--- src/core/rst_ctl_pkg.sv ---
package rst_ctl_pkg;

   // register indices as printed; byte address is four times the index
   localparam logic [5:0]  IDX_CTRL      = 6'h00;
   localparam logic [5:0]  IDX_CAUSE     = 6'h01;
   localparam logic [5:0]  IDX_IPS2      = 6'h1a;
   localparam logic [7:0]  ADDR_CTRL     = {IDX_CTRL, 2'b00};
   localparam logic [7:0]  ADDR_CAUSE    = {IDX_CAUSE, 2'b00};
   localparam logic [7:0]  ADDR_IPS2     = {IDX_IPS2, 2'b00};

   // system_control field positions
   localparam int unsigned CTRL_DBG_BIT  = 5;
   localparam int unsigned CTRL_SWR_BIT  = 4;
   localparam int unsigned CTRL_STOP_LO  = 2;
   localparam int unsigned CTRL_WAIT_LO  = 0;

   // timer_input_source_select_2 field positions
   localparam int unsigned IPS2_TA1_BIT  = 4;
   localparam int unsigned IPS2_TA2_BIT  = 8;
   localparam int unsigned IPS2_TA3_BIT  = 12;

   // reset values
   localparam logic [15:0] CTRL_RST      = 16'h0000;
   localparam logic [15:0] CAUSE_RST     = 16'h0004;
   localparam logic [2:0]  IPS2_RST      = 3'h0;

   // cycles the system reset output is held after the last source event
   localparam int unsigned SYS_RST_CYCLES = 16;

   typedef enum logic [1:0] {
      ST_RUN  = 2'b01,
      ST_HOLD = 2'b10
   } seq_state_e;

   // mode codes: bit 1 locks the field, bit 0 disables entry
   typedef struct packed {
      logic       dbg_on;
      logic [1:0] stop_dis;
      logic [1:0] wait_dis;
   } ctrl_s;

   // laid out as bits 6..2 of reset_cause_status
   typedef struct packed {
      logic sw;
      logic wto;
      logic wlor;
      logic ext;
      logic por;
   } cause_s;

endpackage : rst_ctl_pkg

--- src/core/pin_sync.sv ---
`timescale 1ns/1ps
module pin_sync #(
   parameter int unsigned      WIDTH = 1,
   parameter logic [WIDTH-1:0] IDLE  = '0
) (
   // clock and reset
   input  wire logic             clk,
   input  wire logic             rst_n,
   // asynchronous levels in, filtered levels out
   input  wire logic [WIDTH-1:0] din,
   output logic      [WIDTH-1:0] dout
);

   logic [WIDTH-1:0] s1_r, s2_r, s3_r, q_r;
   logic [WIDTH-1:0] s1_nxt, s2_nxt, s3_nxt, q_nxt;

   // s1 feeds s2 only; a change is taken core_debug_port s2 and s3 agree
   for (genvar i = 0; i < WIDTH; i++) begin : g_bit
      always_comb begin
         s1_nxt[i] = din[i];
         s2_nxt[i] = s1_r[i];
         s3_nxt[i] = s2_r[i];
         q_nxt[i]  = (s2_r[i] == s3_r[i]) ? s3_r[i] : q_r[i];
      end
   end

   always_ff @(posedge clk) begin
      if (!rst_n) begin
         s1_r <= IDLE;
         s2_r <= IDLE;
         s3_r <= IDLE;
         q_r  <= IDLE;
      end else begin
         s1_r <= s1_nxt;
         s2_r <= s2_nxt;
         s3_r <= s3_nxt;
         q_r  <= q_nxt;
      end
   end

   assign dout = q_r;

endmodule : pin_sync

--- src/core/sys_reset_ctl.sv ---
`timescale 1ns/1ps
// Behaviour
// [RULE1] debug clock: tap-gated at 0, always on at 1
// [RULE2] writing software reset bit resets device; reads zero
// [RULE3] stop field 00 allows stop, 01 blocks it
// [RULE4] stop codes 1x act as 0x and lock
// [RULE5] wait field 00 allows wait, 01 blocks it
// [RULE6] wait codes 1x act as 0x and lock
// [RULE7] software writes zero to reserved bits
// [RULE8] cause register read-only, refreshed every system reset
// [RULE9] cause cleared by power-on, then updated by precedence
// [RULE10] only the latest reset source stays flagged
// [RULE11] simultaneous: power-on, pin, lost ref, timeout, software
// [RULE12] pin held after power-on swaps power-on for external
// [RULE13] bit 6 flags software reset
// [RULE14] bit 5 flags watchdog timeout
// [RULE15] bit 4 flags watchdog lost reference
// [RULE16] either watchdog flag selects the watchdog vector
// [RULE17] bit 3 flags external pin reset
// [RULE18] power-on sets bit 2; reset value 0x0004
// [RULE19] software reset bit gives one pulse, stores nothing
// [RULE20] stop and wait entry granted only when field allows
module sys_reset_ctl #(
   parameter int unsigned SYS_RST_CYCLES = rst_ctl_pkg::SYS_RST_CYCLES
) (
   // clock and power-on reset
   input  wire logic        clk,
   input  wire logic        rst_n,
   // apb slave
   input  wire logic        psel,
   input  wire logic        penable,
   input  wire logic        pwrite,
   input  wire logic [7:0]  paddr,
   input  wire logic [31:0] pwdata,
   input  wire logic [3:0]  pstrb,
   output logic      [31:0] prdata,
   output logic             pready,
   output logic             pslverr,
   // reset sources
   input  wire logic        ext_reset_pin_n,
   input  wire logic        wdog_timeout,
   input  wire logic        wdog_lost_ref,
   // core side
   input  wire logic        core_tap_enabled,
   input  wire logic        core_stop_req,
   input  wire logic        core_wait_req,
   output logic             stop_enter,
   output logic             wait_enter,
   output logic             debug_clk_en,
   output logic             use_wdog_vector,
   output logic             sys_reset,
   // timer input source selection
   output logic      [2:0]  timer_src_sel
);

   localparam int unsigned CNT_W = $clog2(SYS_RST_CYCLES + 1);
   localparam logic [CNT_W-1:0] CNT_LOAD = CNT_W'(SYS_RST_CYCLES - 1);

   if (SYS_RST_CYCLES < 1) begin : g_bad_param
      $error("SYS_RST_CYCLES must be at least one");
   end

   // reset image of the stored control fields; the request bit has no storage
   localparam rst_ctl_pkg::ctrl_s CTRL_INIT = '{
      dbg_on:   rst_ctl_pkg::CTRL_RST[rst_ctl_pkg::CTRL_DBG_BIT],
      stop_dis: rst_ctl_pkg::CTRL_RST[rst_ctl_pkg::CTRL_STOP_LO +: 2],
      wait_dis: rst_ctl_pkg::CTRL_RST[rst_ctl_pkg::CTRL_WAIT_LO +: 2]
   };

   // external pin, three-stage filtered
   logic ext_pin_n_s;

   pin_sync #(
      .WIDTH (1),
      .IDLE  (1'b1)
   ) u_ext_sync (
      .clk   (clk),
      .rst_n (rst_n),
      .din   (ext_reset_pin_n),
      .dout  (ext_pin_n_s)
   );

   // ---------------- apb slave ----------------
   logic        setup_ph;
   logic        wr_acc;
   logic        hit_ctrl, hit_cause, hit_ips2;
   logic [31:0] rd_val;
   logic [31:0] prdata_r, prdata_nxt;
   logic        pready_r, pready_nxt;
   logic        pslverr_r, pslverr_nxt;

   rst_ctl_pkg::ctrl_s  ctrl_r, ctrl_nxt;
   rst_ctl_pkg::cause_s cause_r, cause_nxt;
   logic [2:0]          ips2_r, ips2_nxt;
   logic                sw_req_r, sw_req_nxt;

   assign setup_ph = psel && !penable;
   // a write lands only at the edge that completes the access
   assign wr_acc   = psel && penable && pready_r && pwrite;

   always_comb begin
      hit_ctrl  = 1'b0;
      hit_cause = 1'b0;
      hit_ips2  = 1'b0;
      if (paddr == rst_ctl_pkg::ADDR_CTRL) begin
         hit_ctrl = 1'b1;
      end else if (paddr == rst_ctl_pkg::ADDR_CAUSE) begin
         hit_cause = 1'b1;
      end else if (paddr == rst_ctl_pkg::ADDR_IPS2) begin
         hit_ips2 = 1'b1;
      end
   end

   always_comb begin
      rd_val = 32'h0000_0000;
      if (hit_ctrl) begin
         // request bit always reads zero
         rd_val = {26'h0, ctrl_r.dbg_on, 1'b0, ctrl_r.stop_dis, ctrl_r.wait_dis};  // see [RULE2]
      end else if (hit_cause) begin
         rd_val = {25'h0, cause_r, 2'b00};
      end else if (hit_ips2) begin
         rd_val = {19'h0, ips2_r[2], 3'h0, ips2_r[1], 3'h0, ips2_r[0], 4'h0};
      end
   end

   // one setup, one access cycle; data and error registered at setup
   always_comb begin
      pready_nxt  = setup_ph;
      prdata_nxt  = prdata_r;
      pslverr_nxt = pslverr_r;
      if (setup_ph) begin
         prdata_nxt  = pwrite ? 32'h0000_0000 : rd_val;
         pslverr_nxt = !(hit_ctrl || hit_cause || hit_ips2);
      end
   end

   always_ff @(posedge clk) begin
      if (!rst_n) begin
         prdata_r  <= 32'h0000_0000;
         pready_r  <= 1'b0;
         pslverr_r <= 1'b0;
      end else begin
         prdata_r  <= prdata_nxt;
         pready_r  <= pready_nxt;
         pslverr_r <= pslverr_nxt;
      end
   end

   // ---------------- control register ----------------
   logic ctrl_wr;

   assign ctrl_wr = wr_acc && hit_ctrl && pstrb[0];

   always_comb begin
      ctrl_nxt   = ctrl_r;
      sw_req_nxt = 1'b0;
      ips2_nxt   = ips2_r;
      if (ctrl_wr && !sys_reset) begin
         ctrl_nxt.dbg_on = pwdata[rst_ctl_pkg::CTRL_DBG_BIT];
         // a locked field ignores writes until the next reset
         if (!ctrl_r.stop_dis[1]) begin
            ctrl_nxt.stop_dis = pwdata[rst_ctl_pkg::CTRL_STOP_LO +: 2];  // see [RULE4]
         end
         if (!ctrl_r.wait_dis[1]) begin
            ctrl_nxt.wait_dis = pwdata[rst_ctl_pkg::CTRL_WAIT_LO +: 2];  // see [RULE6]
         end
         sw_req_nxt = pwdata[rst_ctl_pkg::CTRL_SWR_BIT];  // see [RULE19]
      end
      if (wr_acc && hit_ips2 && !sys_reset) begin
         if (pstrb[0]) begin
            ips2_nxt[0] = pwdata[rst_ctl_pkg::IPS2_TA1_BIT];
         end
         if (pstrb[1]) begin
            ips2_nxt[1] = pwdata[rst_ctl_pkg::IPS2_TA2_BIT];
            ips2_nxt[2] = pwdata[rst_ctl_pkg::IPS2_TA3_BIT];
         end
      end
      // any system reset also clears the locks
      if (sys_reset) begin
         ctrl_nxt = CTRL_INIT;
         ips2_nxt = rst_ctl_pkg::IPS2_RST;
      end
   end

   always_ff @(posedge clk) begin
      if (!rst_n) begin
         ctrl_r   <= CTRL_INIT;
         sw_req_r <= 1'b0;
         ips2_r   <= rst_ctl_pkg::IPS2_RST;
      end else begin
         ctrl_r   <= ctrl_nxt;
         sw_req_r <= sw_req_nxt;
         ips2_r   <= ips2_nxt;
      end
   end

   // ---------------- reset cause ----------------
   logic ext_evt;
   logic any_evt;

   assign ext_evt = !ext_pin_n_s;
   assign any_evt = ext_evt || wdog_lost_ref || wdog_timeout || sw_req_r;

   // the cause is rewritten, not accumulated, on each new source
   always_comb begin
      cause_nxt = cause_r;
      if (ext_evt) begin
         cause_nxt = '{sw: 1'b0, wto: 1'b0, wlor: 1'b0, ext: 1'b1, por: 1'b0};  // see [RULE11] [RULE12] [RULE17]
      end else if (wdog_lost_ref) begin
         cause_nxt = '{sw: 1'b0, wto: 1'b0, wlor: 1'b1, ext: 1'b0, por: 1'b0};  // see [RULE15] [RULE10]
      end else if (wdog_timeout) begin
         cause_nxt = '{sw: 1'b0, wto: 1'b1, wlor: 1'b0, ext: 1'b0, por: 1'b0};  // see [RULE14] [RULE10]
      end else if (sw_req_r) begin
         cause_nxt = '{sw: 1'b1, wto: 1'b0, wlor: 1'b0, ext: 1'b0, por: 1'b0};  // see [RULE13] [RULE8]
      end
   end

   // no bus path writes the cause register
   always_ff @(posedge clk) begin
      if (!rst_n) begin
         cause_r <= rst_ctl_pkg::cause_s'(rst_ctl_pkg::CAUSE_RST[6:2]);  // see [RULE9] [RULE18]
      end else begin
         cause_r <= cause_nxt;
      end
   end

   // ---------------- system reset sequencer ----------------
   rst_ctl_pkg::seq_state_e state_r, state_nxt;
   logic [CNT_W-1:0]        cnt_r, cnt_nxt;
   logic                    sys_reset_r, sys_reset_nxt;

   always_comb begin
      state_nxt = state_r;
      cnt_nxt   = cnt_r;
      case (state_r)
         rst_ctl_pkg::ST_RUN: begin
            if (any_evt) begin
               state_nxt = rst_ctl_pkg::ST_HOLD;  // see [RULE2]
               cnt_nxt   = CNT_LOAD;
            end
         end
         rst_ctl_pkg::ST_HOLD: begin
            // a held pin or fresh source keeps the reset stretched
            if (any_evt) begin
               cnt_nxt = CNT_LOAD;
            end else if (cnt_r == '0) begin
               state_nxt = rst_ctl_pkg::ST_RUN;
            end else begin
               cnt_nxt = cnt_r - CNT_W'(1);
            end
         end
         default: begin
            state_nxt = rst_ctl_pkg::ST_RUN;
            cnt_nxt   = '0;
         end
      endcase
      sys_reset_nxt = (state_nxt == rst_ctl_pkg::ST_HOLD);
   end

   always_ff @(posedge clk) begin
      if (!rst_n) begin
         state_r     <= rst_ctl_pkg::ST_RUN;
         cnt_r       <= '0;
         sys_reset_r <= 1'b0;
      end else begin
         state_r     <= state_nxt;
         cnt_r       <= cnt_nxt;
         sys_reset_r <= sys_reset_nxt;
      end
   end

   // ---------------- core side ----------------
   logic stop_enter_r, stop_enter_nxt;
   logic wait_enter_r, wait_enter_nxt;
   logic dbg_clk_r, dbg_clk_nxt;
   logic vec_r, vec_nxt;

   always_comb begin
      // low code bit alone decides; lock bit does not change the mode
      stop_enter_nxt = core_stop_req && !ctrl_r.stop_dis[0] && !sys_reset_r;  // see [RULE3] [RULE4] [RULE20]
      wait_enter_nxt = core_wait_req && !ctrl_r.wait_dis[0] && !sys_reset_r;  // see [RULE5] [RULE6] [RULE20]
      dbg_clk_nxt    = ctrl_r.dbg_on || core_tap_enabled;  // see [RULE1]
      vec_nxt        = cause_nxt.wto || cause_nxt.wlor;  // see [RULE16]
   end

   always_ff @(posedge clk) begin
      if (!rst_n) begin
         stop_enter_r <= 1'b0;
         wait_enter_r <= 1'b0;
         dbg_clk_r    <= 1'b0;
         vec_r        <= 1'b0;
      end else begin
         stop_enter_r <= stop_enter_nxt;
         wait_enter_r <= wait_enter_nxt;
         dbg_clk_r    <= dbg_clk_nxt;
         vec_r        <= vec_nxt;
      end
   end

   assign prdata          = prdata_r;
   assign pready          = pready_r;
   assign pslverr         = pslverr_r;
   assign stop_enter      = stop_enter_r;
   assign wait_enter      = wait_enter_r;
   assign debug_clk_en    = dbg_clk_r;
   assign use_wdog_vector = vec_r;
   assign sys_reset       = sys_reset_r;
   assign timer_src_sel   = ips2_r;
endmodule : sys_reset_ctl

--- config.mk ---
export PLATFORM = sky130hd
export DESIGN_NAME = sys_reset_ctl
export DESIGN_NICKNAME = d
export VERILOG_FILES = /design/src/core/rst_ctl_pkg.sv /design/src/core/pin_sync.sv /design/src/core/sys_reset_ctl.sv
export SDC_FILE = /design/constraint.sdc
export NUM_CORES = 1
export LEC_CHECK = 0
export CAP_MARGIN = 30
export CORE_MARGIN = 2
export CORE_UTILIZATION = 35
export CTS_BUF_LIST = sky130_fd_sc_hd__clkbuf_16
export CTS_CLUSTER_SIZE = 40
export DETAILED_ROUTE_END_ITERATION = 8
export DONT_BUFFER_PORTS = 1
export SKIP_CTS_REPAIR_TIMING = 1
export SYNTH_ARGS = -nofsm -noshare
export SYNTH_HDL_FRONTEND = slang
export SYNTH_SLANG_ARGS = --single-unit
--- constraint.sdc ---
create_clock -name clk -period 2.3 [get_ports clk]
set_clock_uncertainty 0.15 [all_clocks]
set_input_delay 0.23 -clock clk [delete_from_list [all_inputs] [get_ports clk]]
set_output_delay 0.23 -clock clk [all_outputs]
set_load 0.02 [all_outputs]
==> metrics.md <==
| Metric | Value |
|---|---|
| Worst hold path type | in2reg |
| Synth top area share | 0.425 |
| Cell Area, Synth | 1930 sq um |
| Clock Latency Late Sink | 0.28 ns |
| Hold Slack | -0.0407 ns |
| Sequential area share after synthesis | 0.425 |
| Number of port buffers | 0 |
| Drt total wl | 4.29 mm |
| Die height | 78.3 um |
| Final core utilization | 0.409 |
| Syn_area_per_cell | 8.86 sq um |
| Post-Synthesis Cells | 218 |
| Most used DFF post-synth | dfxtp_1 |
| Post-route minimum period | 1.81 ns |
| Status | finished, violations left |
| Die area | 6130 sq um |
| LEAKAGE | 0.878 nW |
| Yosys Warn Count | 0 |
| TritonCTS buffer count | 5 |
| Vias in the first global route | 1,287 |
| DR vias | 1,554 |
| Gr usage total | 0.133 |
| Crit start category | register |
| Max-Cap Viols | 0 |
| Vias per cell | 5.08 |
| RSZ-0062 raised after global routing | false |
| Detailed Place HPWL | 2.94 mm |
| Worst R2R Setup Slack | 0.49 ns |
| Hold Vio Cnt, Final | 5 |
| Area leader, netlist | dfxtp_1 |
| Starting Density | 0.357 |
| Layout cell share with drive strength beyond 1 | 0.0812 |
| Layout Area Growth over Synthesis | 14.5% |
| Critical path class | reg2reg |
| TritonRoute pass-1 iters | 4 |
| FF/Latch Area | 821 sq um |
| R2R Path End | timer_src_sel[0] |
| First-pass GRT wire length | 6.39 mm |
| Max Root-Sink Buffers | 2 |
| Final setup fails | 0 |
| Worst Path Arrival | 1.87 ns |
| Ports | 97 |
| Tot Pwr | 2.11 mW |
| Fin Setup TNS | 0 ns |
| Crit path to | timer_src_sel[0] |
| Overflow after GRT | 0 |
| Crit Path Max Fanout | 6 |
| Top cells by area, synth | dfxtp_1 (43%), buf_4 (8.9%), nor2_1 (3.9%) |
| PwrDens | 956 nW/um^2 |
| CORE AREA | 5410 sq um |
| # diodes | 0 |
| TritonCTS clock tree | yes |
| Dpl ws | 0.413 ns |
| Largest net degree at the start of global routing | 26 |
| CP endpoint kind | register |
| Nets | 292 |
| Max-slew headroom | 0.541 |
| DRC | 0 |
| Failing checks | negative hold slack |
| Multi-input gate area | 958 sq um |
| Fin. max-slew vios | 0 |
| Fmax | 552 MHz |
| Synth Register Bits | 41 |
| DR WL/cell | 14.0 um |
| RePlAce Congestion | 0.784 |
| Period Utilization, post-route | 0.788 |
| Post-synth EDFFs | 0 |
| Commonest cells in the netlist | dfxtp_1 (41), buf_4 (23), nor2_1 (20), a21oi_1 (13) |
| Finished Cell Area | 2210 sq um |
| Most common cell in the netlist | dfxtp_1 |
| Clock transition at path regs | 0.06 ns |
| Area after DPL | 1910 sq um |
| Async SR Flop Fraction | 0 |
| Worst vdd ir | 0.511 mV |
| Die width | 78.3 um |
| Beginning of the worst hold path | pwdata[3] |
| FP Rows | 27 |
| Clock root cell | clkbuf_16 |
| Worst path required time | 2.36 ns |
| Yosys cell types | 50 |
| Crit path launch | pready |
| R2R depth | 4 |
| Tightest Pin Transition | 0.683 ns |
| CTS sink count | 41 |
| Fillers | 555 |
| DRT iter0 DRCs | 68 |
| PnR worst setup slack | 0.488 ns |
| Initial antenna violation count | 0 |
| Critical R2R Launch | pready |
| CTS H-Tree Depth | 2 |
| Post-route ant nets | 0 |
-- through the flow --
stage          cells  hold WS (ns)
2_1_floorplan    240         0.158
3_3_place_gp     283         0.148
3_5_place_dp     283         0.152
4_1_cts          290        -0.138
5_1_grt          306       0.00328
6_report         306       -0.0407
-- cell families (layout without fill, tap and decap cells) --
kind of cell | Yosys count | count (layout) | share of synthesized area
other cells | 1 | 23 | 0.00194
mux | 3 | 3 | 0.0162
flops | 41 | 41 | 0.425
buf+inv | 39 | 33 | 0.124
xor+xnor | 1 | 1 | 0.00454
simple gates | 88 | 88 | 0.269
fa+ha+maj | 3 | 3 | 0.0194
compound gates | 42 | 42 | 0.139
-- final cells by class --
type	count	share of cell area
clock buffer	5	0.0566
clock inverter	2	0.00509
inverter	8	0.0136
multi-input combinational	160	0.434
sequential	41	0.371
tap	72	0.0407
timing repair buffer	18	0.0792
-- layout by cell type (no fill, tap or decap), drive strengths merged, types with 2 or more instances in the layout --
| master | count |
|---|---|
| a21o | 3 |
| a21oi | 13 |
| a22oi | 3 |
| a31oi | 4 |
| and3 | 5 |
| buf | 2 |
| clkbuf | 5 |
| clkinv | 2 |
| conb | 23 |
| dfxtp | 41 |
| dlygate4sd3 | 16 |
| ha | 3 |
| inv | 7 |
| mux2i | 2 |
| nand2 | 12 |
| nand2b | 7 |
| nand3 | 12 |
| nand4 | 3 |
| nand4b | 3 |
| nor2 | 20 |
| nor3 | 7 |
| nor3b | 3 |
| nor4 | 3 |
| nor4b | 3 |
| o21ai | 7 |
| o31ai | 4 |
| or3 | 3 |
-- per-layer routing --
| metal | track usage | wire length [um] |
|---|---|---|
| met3 | 0.0517 | 316 |
| met1 | 0.174 | 2000 |
| met5 | 0 | 0 |
| met2 | 0.193 | 1910 |
| met4 | 0.0579 | 61 |
-- report_power, final --
group	leakage [nW]	internal [mW]	switching (mW)
clock	0.0633	0.392	0.269
sequential	0.335	0.788	0.0907
combinational	0.480	0.228	0.346
total	0.878	1.41	0.706
-- sequential cells by signal, indices dropped and copies added (netlist names), 2 cells and up --
register / count
cnt_r: 5
prdata: 9
cause_r: 5
ctrl_r: 5
state_r: 2
timer_src_sel: 3
-- worst min path at each step --
stage / end / slack [ns] / cells past startpoint
floorplan: cause_r[4] / 0.16 / 1
global placement: cause_r[0] / 0.15 / 1
detailed placement: cause_r[0] / 0.15 / 1
CTS: cause_r[0] / -0.14 / 1
global route: ctrl_r[3] / 0.003 / 2
finish: ctrl_r[3] / -0.04 / 2
-- critical path: stages (launching register included) --
cell and delay (ns):
dfxtp_1 0.44, nand3_1 0.20, nor3_1 0.61, nand3_1 0.17, a21oi_1 0.17
Note: power is estimated with default switching activity, not from simulation.
